### config.mk
export PLATFORM = sky130hd
export DESIGN_NAME = dl_count_top
export DESIGN_NICKNAME = d
export VERILOG_FILES = /design/src/hdl/dl_count_pkg.sv /design/src/hdl/dl_count_top.sv /design/src/hdl/tx_count_ctrl.sv /design/src/hdl/rx_count_track.sv
export SDC_FILE = /design/constraint.sdc
export NUM_CORES = 1
export LEC_CHECK = 0
export BUFFER_PORTS_ARGS = -buffer_cell sky130_fd_sc_hd__buf_4
export CORE_MARGIN = 2
export CORE_UTILIZATION = 50
export CTS_BUF_LIST = sky130_fd_sc_hd__clkbuf_16
export DETAILED_ROUTE_END_ITERATION = 10
export PLACE_DENSITY = 0.75
export SYNTH_ARGS = -nofsm -noshare
export SYNTH_HDL_FRONTEND = slang
export SYNTH_HIERARCHICAL = 1
export SYNTH_SLANG_ARGS = --single-unit
### constraint.sdc
create_clock -name pclk -period 4.44 [get_ports pclk]
set_input_delay 0.888 -clock pclk [delete_from_list [all_inputs] [get_ports pclk]]
set_output_delay 0.888 -clock pclk [all_outputs]
set_load 0.03 [all_outputs]
### src/hdl/dl_count_pkg.sv
// constants and carrier types for the data-link buffer and count block
// assumes a 32-bit apb with one register per aligned word
package dl_count_pkg;
    // ------------------------------------------------------------
    // register byte addresses
    // ------------------------------------------------------------
    localparam logic [11:0] ADDR_TX_CTRL = 12'h000;
    localparam logic [11:0] ADDR_RX_STAT = 12'h004;
    localparam logic [11:0] ADDR_SIG_CTRL = 12'h008;
    localparam logic [11:0] ADDR_IRQ_STAT = 12'h00c;
    localparam logic [11:0] ADDR_IRQ_MASK = 12'h010;
    // ------------------------------------------------------------
    // field positions and reset values
    // ------------------------------------------------------------
    localparam int SEL_BIT = 7;
    localparam int CNT_MSB = 6;
    localparam int SIG_TX_BIT = 0;
    localparam int SIG_RX_BIT = 1;
    localparam int SIG_HALT_BIT = 2;
    localparam int IRQ_TX_EOT = 0;
    localparam int IRQ_RX_EOT = 1;
    localparam int IRQ_RX_MSG = 2;
    localparam int IRQ_W = 3;
    localparam logic [7:0] TX_CTRL_RST = 8'h00;
    localparam logic [7:0] RX_STAT_RST = 8'h00;
    localparam logic [1:0] SIG_RST = 2'h0;
    localparam logic [IRQ_W-1:0] IRQ_RST = 3'h0;
    localparam logic [6:0] CNT_ZERO = 7'h00;
    localparam logic [6:0] CNT_ONE = 7'h01;
    localparam logic [6:0] CNT_MAX = 7'h7f;
    // ------------------------------------------------------------
    // carriers
    // ------------------------------------------------------------
    typedef struct packed {
        logic byte_wr;
        logic msg_end;
        logic bos_rep;
    } rx_event_t;
    typedef struct packed {
        logic active;
        logic buffer;
        logic bit_oriented;
        logic [6:0] count;
    } tx_link_t;
endpackage : dl_count_pkg

### src/hdl/dl_count_top.sv
// apb register file plus transmit and receive buffer/count tracking
// assumes apb signals are synchronous to pclk; pready is always high
//
// What this block does
// - written select bit picks transmit buffer
// - read select bit shows next free buffer
// - busy buffer makes read report other buffer
// - bos count repeats, then end interrupt, stop
// - bos count zero repeats forever
// - mos count is outgoing octet length
// - receive pointer names newest message buffer
// - bos receive count sets repeats before interrupt
// - receive count zero: no end interrupt
// - mos receive count reports stored byte size
// - type bit: 0 bit-oriented, 1 message-oriented
`timescale 1ns/1ps
`default_nettype none
module dl_count_top
    import dl_count_pkg::*;
(
    input wire logic pclk,
    input wire logic presetn,
    input wire logic psel,
    input wire logic penable,
    input wire logic pwrite,
    input wire logic [11:0] paddr,
    input wire logic [31:0] pwdata,
    output logic [31:0] prdata,
    output logic pready,
    output logic pslverr,
    input wire logic tx_unit_done,
    output dl_count_pkg::tx_link_t tx_link,
    input wire dl_count_pkg::rx_event_t rx_event,
    output logic rx_fill_buffer,
    output logic irq
);
    import dl_count_pkg::*;

    // ------------------------------------------------------------
    // bus decode
    // ------------------------------------------------------------
    function automatic logic hit(input logic [11:0] a, input logic [11:0] r);
        return a == r;
    endfunction : hit

    wire setup = psel && !penable;
    wire wr = psel && penable && pwrite;
    wire sel_tx = hit(paddr, ADDR_TX_CTRL);
    wire sel_rx = hit(paddr, ADDR_RX_STAT);
    wire sel_sig = hit(paddr, ADDR_SIG_CTRL);
    wire sel_ist = hit(paddr, ADDR_IRQ_STAT);
    wire sel_msk = hit(paddr, ADDR_IRQ_MASK);
    wire mapped = sel_tx | sel_rx | sel_sig | sel_ist | sel_msk;

    assign pready = 1'b1;
    assign pslverr = psel && penable && !mapped;

    // ------------------------------------------------------------
    // registers
    // ------------------------------------------------------------
    logic [6:0] tx_count_reg;
    logic tx_avail_reg;
    logic [7:0] rx_reg;
    logic [1:0] sig_reg;
    logic [IRQ_W-1:0] ist_reg, ist_next, msk_reg;
    logic [31:0] prdata_reg;
    logic tx_active, tx_buf, tx_eot;
    logic rx_commit, rx_cbuf, rx_eot;
    logic [6:0] rx_clen;

    wire tx_bos = !sig_reg[SIG_TX_BIT];
    wire rx_bos = !sig_reg[SIG_RX_BIT];
    wire wr_tx = wr && sel_tx;
    wire wr_sel = pwdata[SEL_BIT];
    // a start judges the count that arrives with it, not the stale one
    wire [6:0] tx_count_in = wr_tx ? pwdata[CNT_MSB:0] : tx_count_reg;
    // a start aimed at the buffer still being read is dropped
    wire tx_start = wr_tx && !(tx_active && wr_sel == tx_buf);
    wire tx_halt = wr && sel_sig && pwdata[SIG_HALT_BIT];
    // next free buffer: the other one while a message is in flight
    wire tx_sel_rd = tx_active ? ~tx_buf : tx_avail_reg;
    wire [7:0] tx_rd = {tx_sel_rd, tx_count_reg};
    wire [IRQ_W-1:0] ev_set = {rx_commit, rx_eot, tx_eot};

    always_ff @(posedge pclk or negedge presetn) begin
        if (!presetn) begin
            tx_count_reg <= TX_CTRL_RST[CNT_MSB:0];
            tx_avail_reg <= TX_CTRL_RST[SEL_BIT];
            sig_reg <= SIG_RST;
            msk_reg <= IRQ_RST;
        end else begin
            if (wr_tx) tx_count_reg <= pwdata[CNT_MSB:0];
            if (tx_start) tx_avail_reg <= ~wr_sel;
            if (wr && sel_sig) sig_reg <= pwdata[1:0];
            if (wr && sel_msk) msk_reg <= pwdata[IRQ_W-1:0];
        end
    end

    // hardware commit wins over a software write in the same cycle
    always_ff @(posedge pclk or negedge presetn) begin
        if (!presetn) begin
            rx_reg <= RX_STAT_RST;
        end else if (rx_commit) begin
            rx_reg <= {rx_cbuf, rx_clen};
        end else if (wr && sel_rx) begin
            rx_reg <= pwdata[7:0];
        end
    end

    // ------------------------------------------------------------
    // interrupt status: sticky, write one to clear, set wins
    // ------------------------------------------------------------
    always_comb begin
        ist_next = ist_reg;
        if (wr && sel_ist) ist_next = ist_reg & ~pwdata[IRQ_W-1:0];
        ist_next = ist_next | ev_set;
    end

    always_ff @(posedge pclk or negedge presetn) begin
        if (!presetn) ist_reg <= IRQ_RST;
        else ist_reg <= ist_next;
    end

    assign irq = |(ist_reg & msk_reg);

    // ------------------------------------------------------------
    // read data, captured in the setup phase
    // ------------------------------------------------------------
    wire [31:0] rd_mux =
        sel_tx ? {24'h000000, tx_rd} :
        sel_rx ? {24'h000000, rx_reg} :
        sel_sig ? {30'h0, sig_reg} :
        sel_ist ? {29'h0, ist_reg} :
        sel_msk ? {29'h0, msk_reg} : 32'h00000000;

    always_ff @(posedge pclk or negedge presetn) begin
        if (!presetn) prdata_reg <= 32'h00000000;
        else if (setup && !pwrite) prdata_reg <= rd_mux;
    end

    assign prdata = prdata_reg;

    // ------------------------------------------------------------
    // transmit and receive engines
    // ------------------------------------------------------------
    tx_count_ctrl u_tx (
        .pclk(pclk),
        .presetn(presetn),
        .start(tx_start),
        .start_buf(wr_sel),
        .count(tx_count_in),
        .bit_oriented_signaling(tx_bos),
        .halt(tx_halt),
        .unit_done(tx_unit_done),
        .active(tx_active),
        .buffer(tx_buf),
        .eot(tx_eot)
    );

    rx_count_track u_rx (
        .pclk(pclk),
        .presetn(presetn),
        .bit_oriented_signaling(rx_bos),
        .threshold(rx_reg[CNT_MSB:0]),
        .ev(rx_event),
        .fill_buf(rx_fill_buffer),
        .commit(rx_commit),
        .commit_buf(rx_cbuf),
        .commit_len(rx_clen),
        .eot(rx_eot)
    );

    assign tx_link.active = tx_active;
    assign tx_link.buffer = tx_buf;
    assign tx_link.bit_oriented = tx_bos;
    assign tx_link.count = tx_count_reg;

    // ------------------------------------------------------------
    // checks
    // ------------------------------------------------------------
    // transmit buffer and count
    chk_tx_start_buf: assert property (
        @(posedge pclk) disable iff (!presetn)
        tx_start && !(!tx_bos && tx_count_in == CNT_ZERO)
        |=> tx_active && tx_buf == $past(wr_sel)
    ) else $error("tx buffer not taken from select write");
    chk_sel_read_free: assert property (
        @(posedge pclk) disable iff (!presetn)
        tx_active |-> tx_sel_rd != tx_buf
    ) else $error("select read reports busy buffer");
    chk_sel_read_bus: assert property (
        @(posedge pclk) disable iff (!presetn)
        setup && !pwrite && sel_tx && tx_active
        |=> prdata[SEL_BIT] != $past(tx_buf)
    ) else $error("bus read of select shows busy buffer");
    // starting the other buffer on purpose may swap it
    chk_busy_no_switch: assert property (
        @(posedge pclk) disable iff (!presetn)
        tx_active && !tx_halt && !tx_eot && !tx_start
        ##1 tx_active |-> $stable(tx_buf)
    ) else $error("busy buffer changed under transfer");
    chk_tx_eot_stop: assert property (
        @(posedge pclk) disable iff (!presetn)
        tx_eot |-> !tx_active ##1 (!tx_eot || tx_active)
    ) else $error("transmit kept sending after end");
    chk_tx_spurious_end: assert property (
        @(posedge pclk) disable iff (!presetn)
        !tx_active |=> !tx_eot
    ) else $error("transmit end raised with nothing in flight");
    // mask or status writes right after the end would break this one
    chk_irq_level: assert property (
        @(posedge pclk) disable iff (!presetn)
        tx_eot && msk_reg[IRQ_TX_EOT] |=> irq [*2]
    ) else $error("unmasked event did not hold irq");
    chk_bos_forever: assert property (
        @(posedge pclk) disable iff (!presetn)
        tx_active && tx_bos && tx_count_reg == CNT_ZERO && !tx_halt
        && !wr_tx |=> tx_active && !tx_eot
    ) else $error("zero count bos stopped");
    chk_halt_stops: assert property (
        @(posedge pclk) disable iff (!presetn)
        tx_halt |=> !tx_active
    ) else $error("halt did not stop the transmitter");
    chk_tx_count_store: assert property (
        @(posedge pclk) disable iff (!presetn)
        wr_tx |=> tx_link.count == $past(pwdata[CNT_MSB:0])
    ) else $error("written count not kept");
    chk_mos_zero_idle: assert property (
        @(posedge pclk) disable iff (!presetn)
        wr_tx && !tx_bos && pwdata[CNT_MSB:0] == CNT_ZERO && !tx_active
        |=> !tx_active
    ) else $error("empty message started a transfer");
    chk_type_follows: assert property (
        @(posedge pclk) disable iff (!presetn)
        wr && sel_sig
        |=> tx_link.bit_oriented == !$past(pwdata[SIG_TX_BIT])
    ) else $error("signaling type not taken from type bit");

    // receive pointer and count
    chk_rx_fill_swap: assert property (
        @(posedge pclk) disable iff (!presetn)
        rx_commit |-> rx_fill_buffer != rx_cbuf
    ) else $error("pointer names the buffer being filled");
    chk_rx_sw_write: assert property (
        @(posedge pclk) disable iff (!presetn)
        wr && sel_rx && !rx_commit
        |=> rx_reg == $past(pwdata[7:0])
    ) else $error("receive threshold write lost");
    chk_rx_eot_count: assert property (
        @(posedge pclk) disable iff (!presetn)
        rx_eot |-> $past(rx_bos)
        && $past(rx_reg[CNT_MSB:0]) != CNT_ZERO
    ) else $error("receive end without bos threshold");
    chk_rx_zero_noeot: assert property (
        @(posedge pclk) disable iff (!presetn)
        rx_bos && rx_reg[CNT_MSB:0] == CNT_ZERO |=> !rx_eot
    ) else $error("receive end raised with zero count");
    chk_rx_mos_only: assert property (
        @(posedge pclk) disable iff (!presetn)
        rx_commit |-> !$past(rx_bos)
    ) else $error("message size committed in bos mode");
    chk_rx_pair: assert property (
        @(posedge pclk) disable iff (!presetn)
        rx_commit |=> rx_reg == {$past(rx_cbuf), $past(rx_clen)}
    ) else $error("pointer and count not updated together");
    chk_rx_read_pair: assert property (
        @(posedge pclk) disable iff (!presetn)
        setup && !pwrite && sel_rx
        |=> prdata[7:0] == $past(rx_reg)
    ) else $error("receive register read split");

    // interrupt status
    chk_tx_end_irq: assert property (
        @(posedge pclk) disable iff (!presetn)
        tx_eot |=> ist_reg[IRQ_TX_EOT]
    ) else $error("transmit end not latched");
    chk_commit_irq: assert property (
        @(posedge pclk) disable iff (!presetn)
        rx_commit |=> ist_reg[IRQ_RX_MSG]
    ) else $error("message commit not latched");
    chk_irq_w1c: assert property (
        @(posedge pclk) disable iff (!presetn)
        wr && sel_ist && ev_set == IRQ_RST
        |=> (ist_reg & $past(pwdata[IRQ_W-1:0])) == IRQ_RST
    ) else $error("status bit not cleared by write one");
    chk_set_wins: assert property (
        @(posedge pclk) disable iff (!presetn)
        ev_set != IRQ_RST |=> (ist_reg & $past(ev_set)) == $past(ev_set)
    ) else $error("event lost against status clear");

    // ------------------------------------------------------------
    // scenarios the bench must reach
    // ------------------------------------------------------------
    cov_tx_eot: cover property (@(posedge pclk) disable iff (!presetn)
        tx_active ##[1:200] tx_eot);
    cov_rx_commit: cover property (@(posedge pclk) disable iff (!presetn)
        rx_commit ##[1:200] rx_commit);
    cov_rx_eot: cover property (@(posedge pclk) disable iff (!presetn)
        rx_eot ##1 irq);
    cov_tx_refused: cover property (@(posedge pclk) disable iff (!presetn)
        tx_active && wr_tx && !tx_start);
    cov_bos_halt: cover property (@(posedge pclk) disable iff (!presetn)
        tx_halt && tx_active && tx_bos);
endmodule : dl_count_top
`default_nettype wire

### src/hdl/tx_count_ctrl.sv
// transmit side: tracks the buffer in use and counts octets or repeats
// assumes unit_done pulses once per octet read or per repetition sent
`timescale 1ns/1ps
`default_nettype none
module tx_count_ctrl
    import dl_count_pkg::*;
(
    input wire logic pclk,
    input wire logic presetn,
    input wire logic start,
    input wire logic start_buf,
    input wire logic [6:0] count,
    input wire logic bit_oriented_signaling,
    input wire logic halt,
    input wire logic unit_done,
    output logic active,
    output logic buffer,
    output logic eot
);
    logic active_reg, active_next, buf_reg, eot_reg, eot_next;
    logic [6:0] done_reg, done_next;
    wire [6:0] done_inc = done_reg + CNT_ONE;
    // zero count in bit-oriented mode never reaches the end
    wire last = unit_done && active_reg && count != CNT_ZERO
                && done_inc == count;
    // a zero-length message has nothing to read out
    wire go = start && !(bit_oriented_signaling == 1'b0 && count == CNT_ZERO);

    always_comb begin
        active_next = active_reg;
        done_next = done_reg;
        eot_next = 1'b0;
        if (go) begin
            active_next = 1'b1;
            done_next = CNT_ZERO;
        end else if (halt) begin
            active_next = 1'b0;
        end else if (last) begin
            active_next = 1'b0;
            eot_next = 1'b1;
        end else if (unit_done && active_reg) begin
            done_next = done_inc;
        end
    end

    always_ff @(posedge pclk or negedge presetn) begin
        if (!presetn) begin
            active_reg <= 1'b0;
            buf_reg <= 1'b0;
            done_reg <= CNT_ZERO;
            eot_reg <= 1'b0;
        end else begin
            active_reg <= active_next;
            done_reg <= done_next;
            eot_reg <= eot_next;
            if (go) buf_reg <= start_buf;
        end
    end

    assign active = active_reg;
    assign buffer = buf_reg;
    assign eot = eot_reg;
endmodule : tx_count_ctrl
`default_nettype wire

### src/hdl/rx_count_track.sv
// receive side: counts bytes of a message or bos repetitions
// assumes events come from the receive controller, one per cycle each
`timescale 1ns/1ps
`default_nettype none
module rx_count_track
    import dl_count_pkg::*;
(
    input wire logic pclk,
    input wire logic presetn,
    input wire logic bit_oriented_signaling,
    input wire logic [6:0] threshold,
    input wire dl_count_pkg::rx_event_t ev,
    output logic fill_buf,
    output logic commit,
    output logic commit_buf,
    output logic [6:0] commit_len,
    output logic eot
);
    logic fill_reg, commit_reg, cbuf_reg, eot_reg;
    logic [6:0] bytes_reg, reps_reg, len_reg;
    // byte arriving with the end marker still belongs to the message
    wire [6:0] bytes_inc = (bytes_reg == CNT_MAX) ? CNT_MAX
                           : bytes_reg + CNT_ONE;
    wire [6:0] bytes_now = ev.byte_wr ? bytes_inc : bytes_reg;
    wire [6:0] reps_inc = reps_reg + CNT_ONE;
    wire mos_end = !bit_oriented_signaling && ev.msg_end;
    wire rep_hit = bit_oriented_signaling && ev.bos_rep && threshold != CNT_ZERO
                   && reps_inc == threshold;

    always_ff @(posedge pclk or negedge presetn) begin
        if (!presetn) begin
            fill_reg <= 1'b0;
            commit_reg <= 1'b0;
            cbuf_reg <= 1'b0;
            len_reg <= CNT_ZERO;
            bytes_reg <= CNT_ZERO;
            reps_reg <= CNT_ZERO;
            eot_reg <= 1'b0;
        end else begin
            commit_reg <= mos_end;
            eot_reg <= rep_hit;
            if (mos_end) begin
                cbuf_reg <= fill_reg;
                len_reg <= bytes_now;
                fill_reg <= ~fill_reg;
                bytes_reg <= CNT_ZERO;
            end else if (!bit_oriented_signaling && ev.byte_wr) begin
                bytes_reg <= bytes_inc;
            end
            if (!bit_oriented_signaling || rep_hit) reps_reg <= CNT_ZERO;
            else if (ev.bos_rep) reps_reg <= reps_inc;
        end
    end

    assign fill_buf = fill_reg;
    assign commit = commit_reg;
    assign commit_buf = cbuf_reg;
    assign commit_len = len_reg;
    assign eot = eot_reg;
endmodule : rx_count_track
`default_nettype wire

# ---- Word-level counts from Yosys, hierarchy flattened
# Cells that the tools add are included.
dict set report word_totals {
  register_bits 91
  word_cells 110
  inputBits 53
}
dict set report op_classes {
  n_addsub 3
  n_reduce_logical 42
  bitwise 11
  n_eq_ne 10
  muxes 26
}
# operator n
set ops {}
lappend ops {{7-bit two-way mux} 11}
lappend ops {{8-bit two-way mux} 4}
lappend ops {{12-bit by 4-bit equality test with 1-bit output, second input constant} 2}
lappend ops {{1-bit logical AND} 23}
lappend ops {{7-bit by 1-bit adder with 7-bit output, second input constant} 3}
lappend ops {{7-bit equality test} 2}
lappend ops {{7-bit nonzero test} 2}
lappend ops {{12-bit by 3-bit equality test with 1-bit output, second input constant} 1}
lappend ops {{12-bit by 5-bit equality test with 1-bit output, second input constant} 1}
lappend ops {{12-bit zero test} 1}
lappend ops {{3-bit two-way mux} 4}
lappend ops {{2-bit nonzero test} 4}
lappend ops {{7-bit equality test, second input constant} 1}
lappend ops {{1-bit zero test} 7}
lappend ops {{7-bit zero test} 1}
lappend ops {{1-bit two-way mux} 7}
lappend ops {{3-bit bitwise AND} 2}
lappend ops {{1-bit bitwise OR} 4}
lappend ops {{1-bit inverter} 3}
lappend ops {{3-bit inverter} 1}
lappend ops {{3-bit bitwise OR} 1}
lappend ops {{3-bit AND reduction} 1}
lappend ops {{3-bit nonzero test} 1}
lappend ops {{3-bit OR reduction} 1}
lappend ops {{other kinds (4)} 4}

# ---- Longest topological paths before layout
dict set report logic_depth {
  ltp_word 10
  mapped_depth 12
}

# ---- Modules after synthesis
# The synthesis kept the hierarchy.
# mod cells_per_inst n_inst area_each_um2 seq_area_each_um2
set modules_own_cells {}
lappend modules_own_cells {dl_count_top 206 1 2006.9 800.8}
lappend modules_own_cells {rx_count_track 152 1 1448.9 625.6}
lappend modules_own_cells {tx_count_ctrl 84 1 715.7 250.2}

# ---- Least setup slack after synthesis
# OpenSTA, ideal clock, no wires.
dict set report synth_timing {
  path_type {input port to flip-flop}
  start {input paddr[0]}
  end {register u_tx.done_reg[5]}
  slack_ns 0.635
  path_stages 11
  t_arrival_ns 3.727
  path_cell_list {or4_1 -> buf_2 -> nor4_4 -> nand2_2 -> mux2_1 -> xor2_1 -> xor2_1 -> o32ai_1 -> and4b_4 -> or4_1 -> a21oi_1}
}
dict set report synth_via {
  elab_chain_cells 9
  elab_cells_between_ends 20
}
# element line_no
set synth_lines {}
lappend synth_lines {{start: declaration} dl_count_top.sv:26} ;# input wire logic [11:0] paddr,
lappend synth_lines {{12-bit zero test *} dl_count_top.sv:43} ;# return a == r;
lappend synth_lines {{1-bit logical AND *} dl_count_top.sv:73} ;# wire wr_tx = wr && sel_tx;
lappend synth_lines {{7-bit two-way mux *} --}
lappend synth_lines {{net tx_count_in[5]} dl_count_top.sv:76} ;# wire [6:0] tx_count_in = wr_tx ? pwdata[CNT_MSB:0] : tx_count_reg;
lappend synth_lines {{7-bit zero test} tx_count_ctrl.sv:27} ;# wire go = start && !(bit_oriented_signaling == 1'b0 && count == CNT_ZERO);
lappend synth_lines {{1-bit logical AND} tx_count_ctrl.sv:27}
lappend synth_lines {{1-bit zero test} tx_count_ctrl.sv:27}
lappend synth_lines {{1-bit logical AND} tx_count_ctrl.sv:27}
lappend synth_lines {{2-bit != test (no source line) (tied with other cells)} --}
lappend synth_lines {{3-bit AND reduction (no source line)} --}
lappend synth_lines {{end signal: assignment} tx_count_ctrl.sv:54} ;# done_reg <= done_next;
lappend synth_lines {{end: declaration} tx_count_ctrl.sv:21} ;# logic [6:0] done_reg, done_next;
# Mark *: on every way through the listed nets, which the timed path passes. The rest lies on a longest branch.
# A chain may end at the register's enable or synchronous reset.

# ---- Final worst setup path
# Same ends and word-level chain as after synthesis.

==> flow_summary.toml <==
[cells_and_area]
seq_area_um2 = 1680
area_growth_pct = 13.9
fill_cells = 680
finalNonFillerCells = 588
diodes = 0
post-route-cell-area_um2 = 4750
num-nets-final = 535
multiInputGateArea_um2 = 2220
final_layout_size_suffix_gt1_frac = 0.170

[floorplanning]
std_cell_rows = 33
die_area_um2 = 9090
die_w_um = 95.3
ios = 99
die_h_um = 95.3
core_area_um2 = 8130
initial_utilization = 0.513

[detailed_routing]
vias = 3474
drt_iter0_markers = 160
drtAntennaViolNets = 0
dr.pass1.iters = 5
drc_errors = 0
wl_per_cell_um = 15.8
avgViaCountPerCell = 5.91
totalWireLength_mm = 9.29

[critical_path]
cp-start-kind = "primary input"
crit_type = "in2reg"
cp-end-kind = "flip-flop"
worstReg2RegStart = "tx_count_reg[2]"
r2r-end = "u_tx/done_reg[5]"
slowest_delay_ns = 0.59
critPathLaunch = "paddr[0]"
worst-path-max-fanout = 15
crit_chain = "buf_4, or4_1, nor4_4, nand2_2, mux2_1, nor4_1, nand2_1, nand4_1, and4b_4, or4_1, a21oi_1"
reg2reg_depth = 7
cp_slowest_cell = "or4_1"
r2r_slack_ns = 2.09
required_ns = 4.69
arrival_ns = 4.09
path_common_cell = "or4_1"

[grt]
grt_pass1_vias = 3206
grt_max_degree = 68
grt_pass1_wl_mm = 15.2
grt_overflow = 0
grt.total_usage = 0.213
antenna_found_initial = 0

[synthesis]
yosys_warnings = 6
avgSynthCellArea_um2 = 9.44
netlist_area_um2 = 4170
synthFlopType = "dfrtp_1"
async_flop_share = 1.00
seq_area_frac_synth = 0.402
synth-edff-count = 0
postSynthCellCount = 442
yosysUniqueCellTypes = 70
synth-seq-cells = 67

[min_path]
min_path_cells = 1
worstHoldStart = "u_tx/eot"
hold_path_class = "reg2reg"
min_to = "ist_reg[0]"

[power]
powerDensity_nw_per_um2 = 365
leakagePower_nw = 2.26
ir_worst_vdd_uv = 176

[clocking]
numCtsBuffers = 9
hold_buffers = 0
cts_tree = "done"
cts_resized = 0
clk_latency_ns = 0.32
cts_num_sinks = 67
ctsHtreeMaxLevel = 3
postCtsSetupRepairBufs = 0
root_buffer = "clkbuf_16"
clk_pin_slew_ns = 0.05
clock_path_buffers = 2

[placed_design]
gp_congestion = 0.852
dpl_cell_area_um2 = 4480
dp.cells = 573
dp_hpwl_mm = 6.56
port_buffers = 49

[timing]
clock.fmax_mhz = 260
min_period_ns = 3.84
tns_ns = 0
hold_slack_ns = 0.435
tightest_slew_ns = 0.959
relSlewSlack = 0.359
fin_worst_skew_ns = 0.00695
setup_viol = 0
fin_crit_sh = 0.865
final_hold_viol_count = 0
finalMaxSlewViolations = 0
rsz0062_at_grt = "false"

[status]
status = "complete, no violations"

[flow_run]
maxCapViolCount = 0
[worst max path at each step]
stage | to | slack [ns] | cells after the start
finish | u_tx/done_reg[5] | 0.60 | 11
global route | u_tx/done_reg[5] | 0.43 | 11
CTS | u_tx/done_reg[5] | 0.60 | 11
detailed placement | u_tx/done_reg[5] | 0.35 | 11
global placement | u_tx/done_reg[5] | 0.39 | 11
floorplan | u_tx/done_reg[5] | 0.64 | 11
[layer usage]
layer	GRT usage	part of all wire
met1	0.286	0.45
met2	0.341	0.48
met3	0.0300	0.058
met4	0.0966	0.016
met5	0	0
[critical path, delay by kind of cell]
family          cells  cell delay (ns)
simple gates        8             2.51
buf+inv             1             0.10
compound gates      1             0.15
mux                 1             0.42
[metrics by stage]
step,power [W],utilization,worst slack [ns]
4_1_cts,0.00174,0.584,0.604
2_1_floorplan,0.00100,-,0.635
5_1_grt,0.00182,0.584,0.430
3_5_place_dp,0.00108,0.551,0.346
6_report,0.00173,0.584,0.597
3_3_place_gp,0.00108,0.551,0.391
[synthesized netlist by cell type, drive strengths merged, types with 3 or more instances]
master | number | share of area
a21boi | 7 | 0.013
a21oi | 22 | 0.026
and3 | 16 | 0.024
o31ai | 9 | 0.016
buf | 37 | 0.062
xnor2 | 12 | 0.025
a21o | 6 | 0.011
nand2b | 12 | 0.018
nand4 | 8 | 0.012
ha | 3 | 0.0090
o21ai | 15 | 0.018
and2 | 4 | 0.0060
or3 | 3 | 0.0057
inv | 14 | 0.013
nand2 | 35 | 0.032
or4 | 7 | 0.013
o211ai | 3 | 0.0054
o31a | 9 | 0.019
and4 | 4 | 0.0087
o21a | 5 | 0.0090
a31oi | 11 | 0.016
xor2 | 8 | 0.017
nor3 | 7 | 0.0084
nand3 | 9 | 0.014
a211oi | 4 | 0.011
a221oi | 5 | 0.010
clkbuf | 13 | 0.012
a22o | 4 | 0.0084
nor2 | 23 | 0.021
dfrtp | 67 | 0.40
a31o | 4 | 0.0084
nor4 | 7 | 0.021
nor2b | 6 | 0.0090
mux2 | 13 | 0.035
[kinds of logic after synthesis]
kind of cell | Yosys count | share of synthesized area
flip-flops | 67 | 0.402
AO/OA/AOI/OAI | 120 | 0.206
buffers and inverters | 64 | 0.0864
XOR/XNOR | 20 | 0.0420
multiplexers | 14 | 0.0375
other | 2 | 0.00180
adder cells (fa/ha/maj) | 4 | 0.0117
AND/OR/NAND/NOR | 151 | 0.213
[final cells by class]
type | instances | area share
clock inverters | 6 | 0.0103
repair buffers | 53 | 0.0837
inverters | 14 | 0.0111
clock buffers | 9 | 0.0474
flip-flops and latches | 67 | 0.353
multi-input cells | 334 | 0.467
well taps | 105 | 0.0276
[cell usage in the layout, fill, tap and decap left out, types with 3 or more instances in the layout]
master	Yosys	layout
conb_1	2	25
buf_4	30	53
nand2b_1	12	12
inv_1	13	14
clkbuf_16	0	9
and2_1	4	4
a21boi_1	7	7
nor3_1	7	7
a31oi_1	11	11
xor2_1	8	8
and4_1	3	3
and3_1	15	15
o211ai_1	3	3
a221oi_1	5	5
a22o_1	4	4
nand2_1	34	34
nor4_1	3	3
ha_1	3	3
dfrtp_1	67	67
nor2_1	23	23
clkinv_1	0	4
xnor2_1	12	12
mux2_1	12	12
nand3_1	8	8
nor2b_1	6	6
o31ai_1	9	9
or4_1	7	7
a21oi_1	22	22
o31a_1	9	9
o21a_1	5	5
o21ai_0	11	11
o21ai_1	4	4
nand4_1	8	8
a21o_1	6	6
[power by group]
part           total (W)  switching, W  internal, W
clock network   0.000658      0.000237     0.000421
registers       0.000721     0.0000651     0.000656
logic           0.000356      0.000210     0.000146
total            0.00173      0.000512      0.00122
Note: power is estimated with default switching activity, not from simulation.
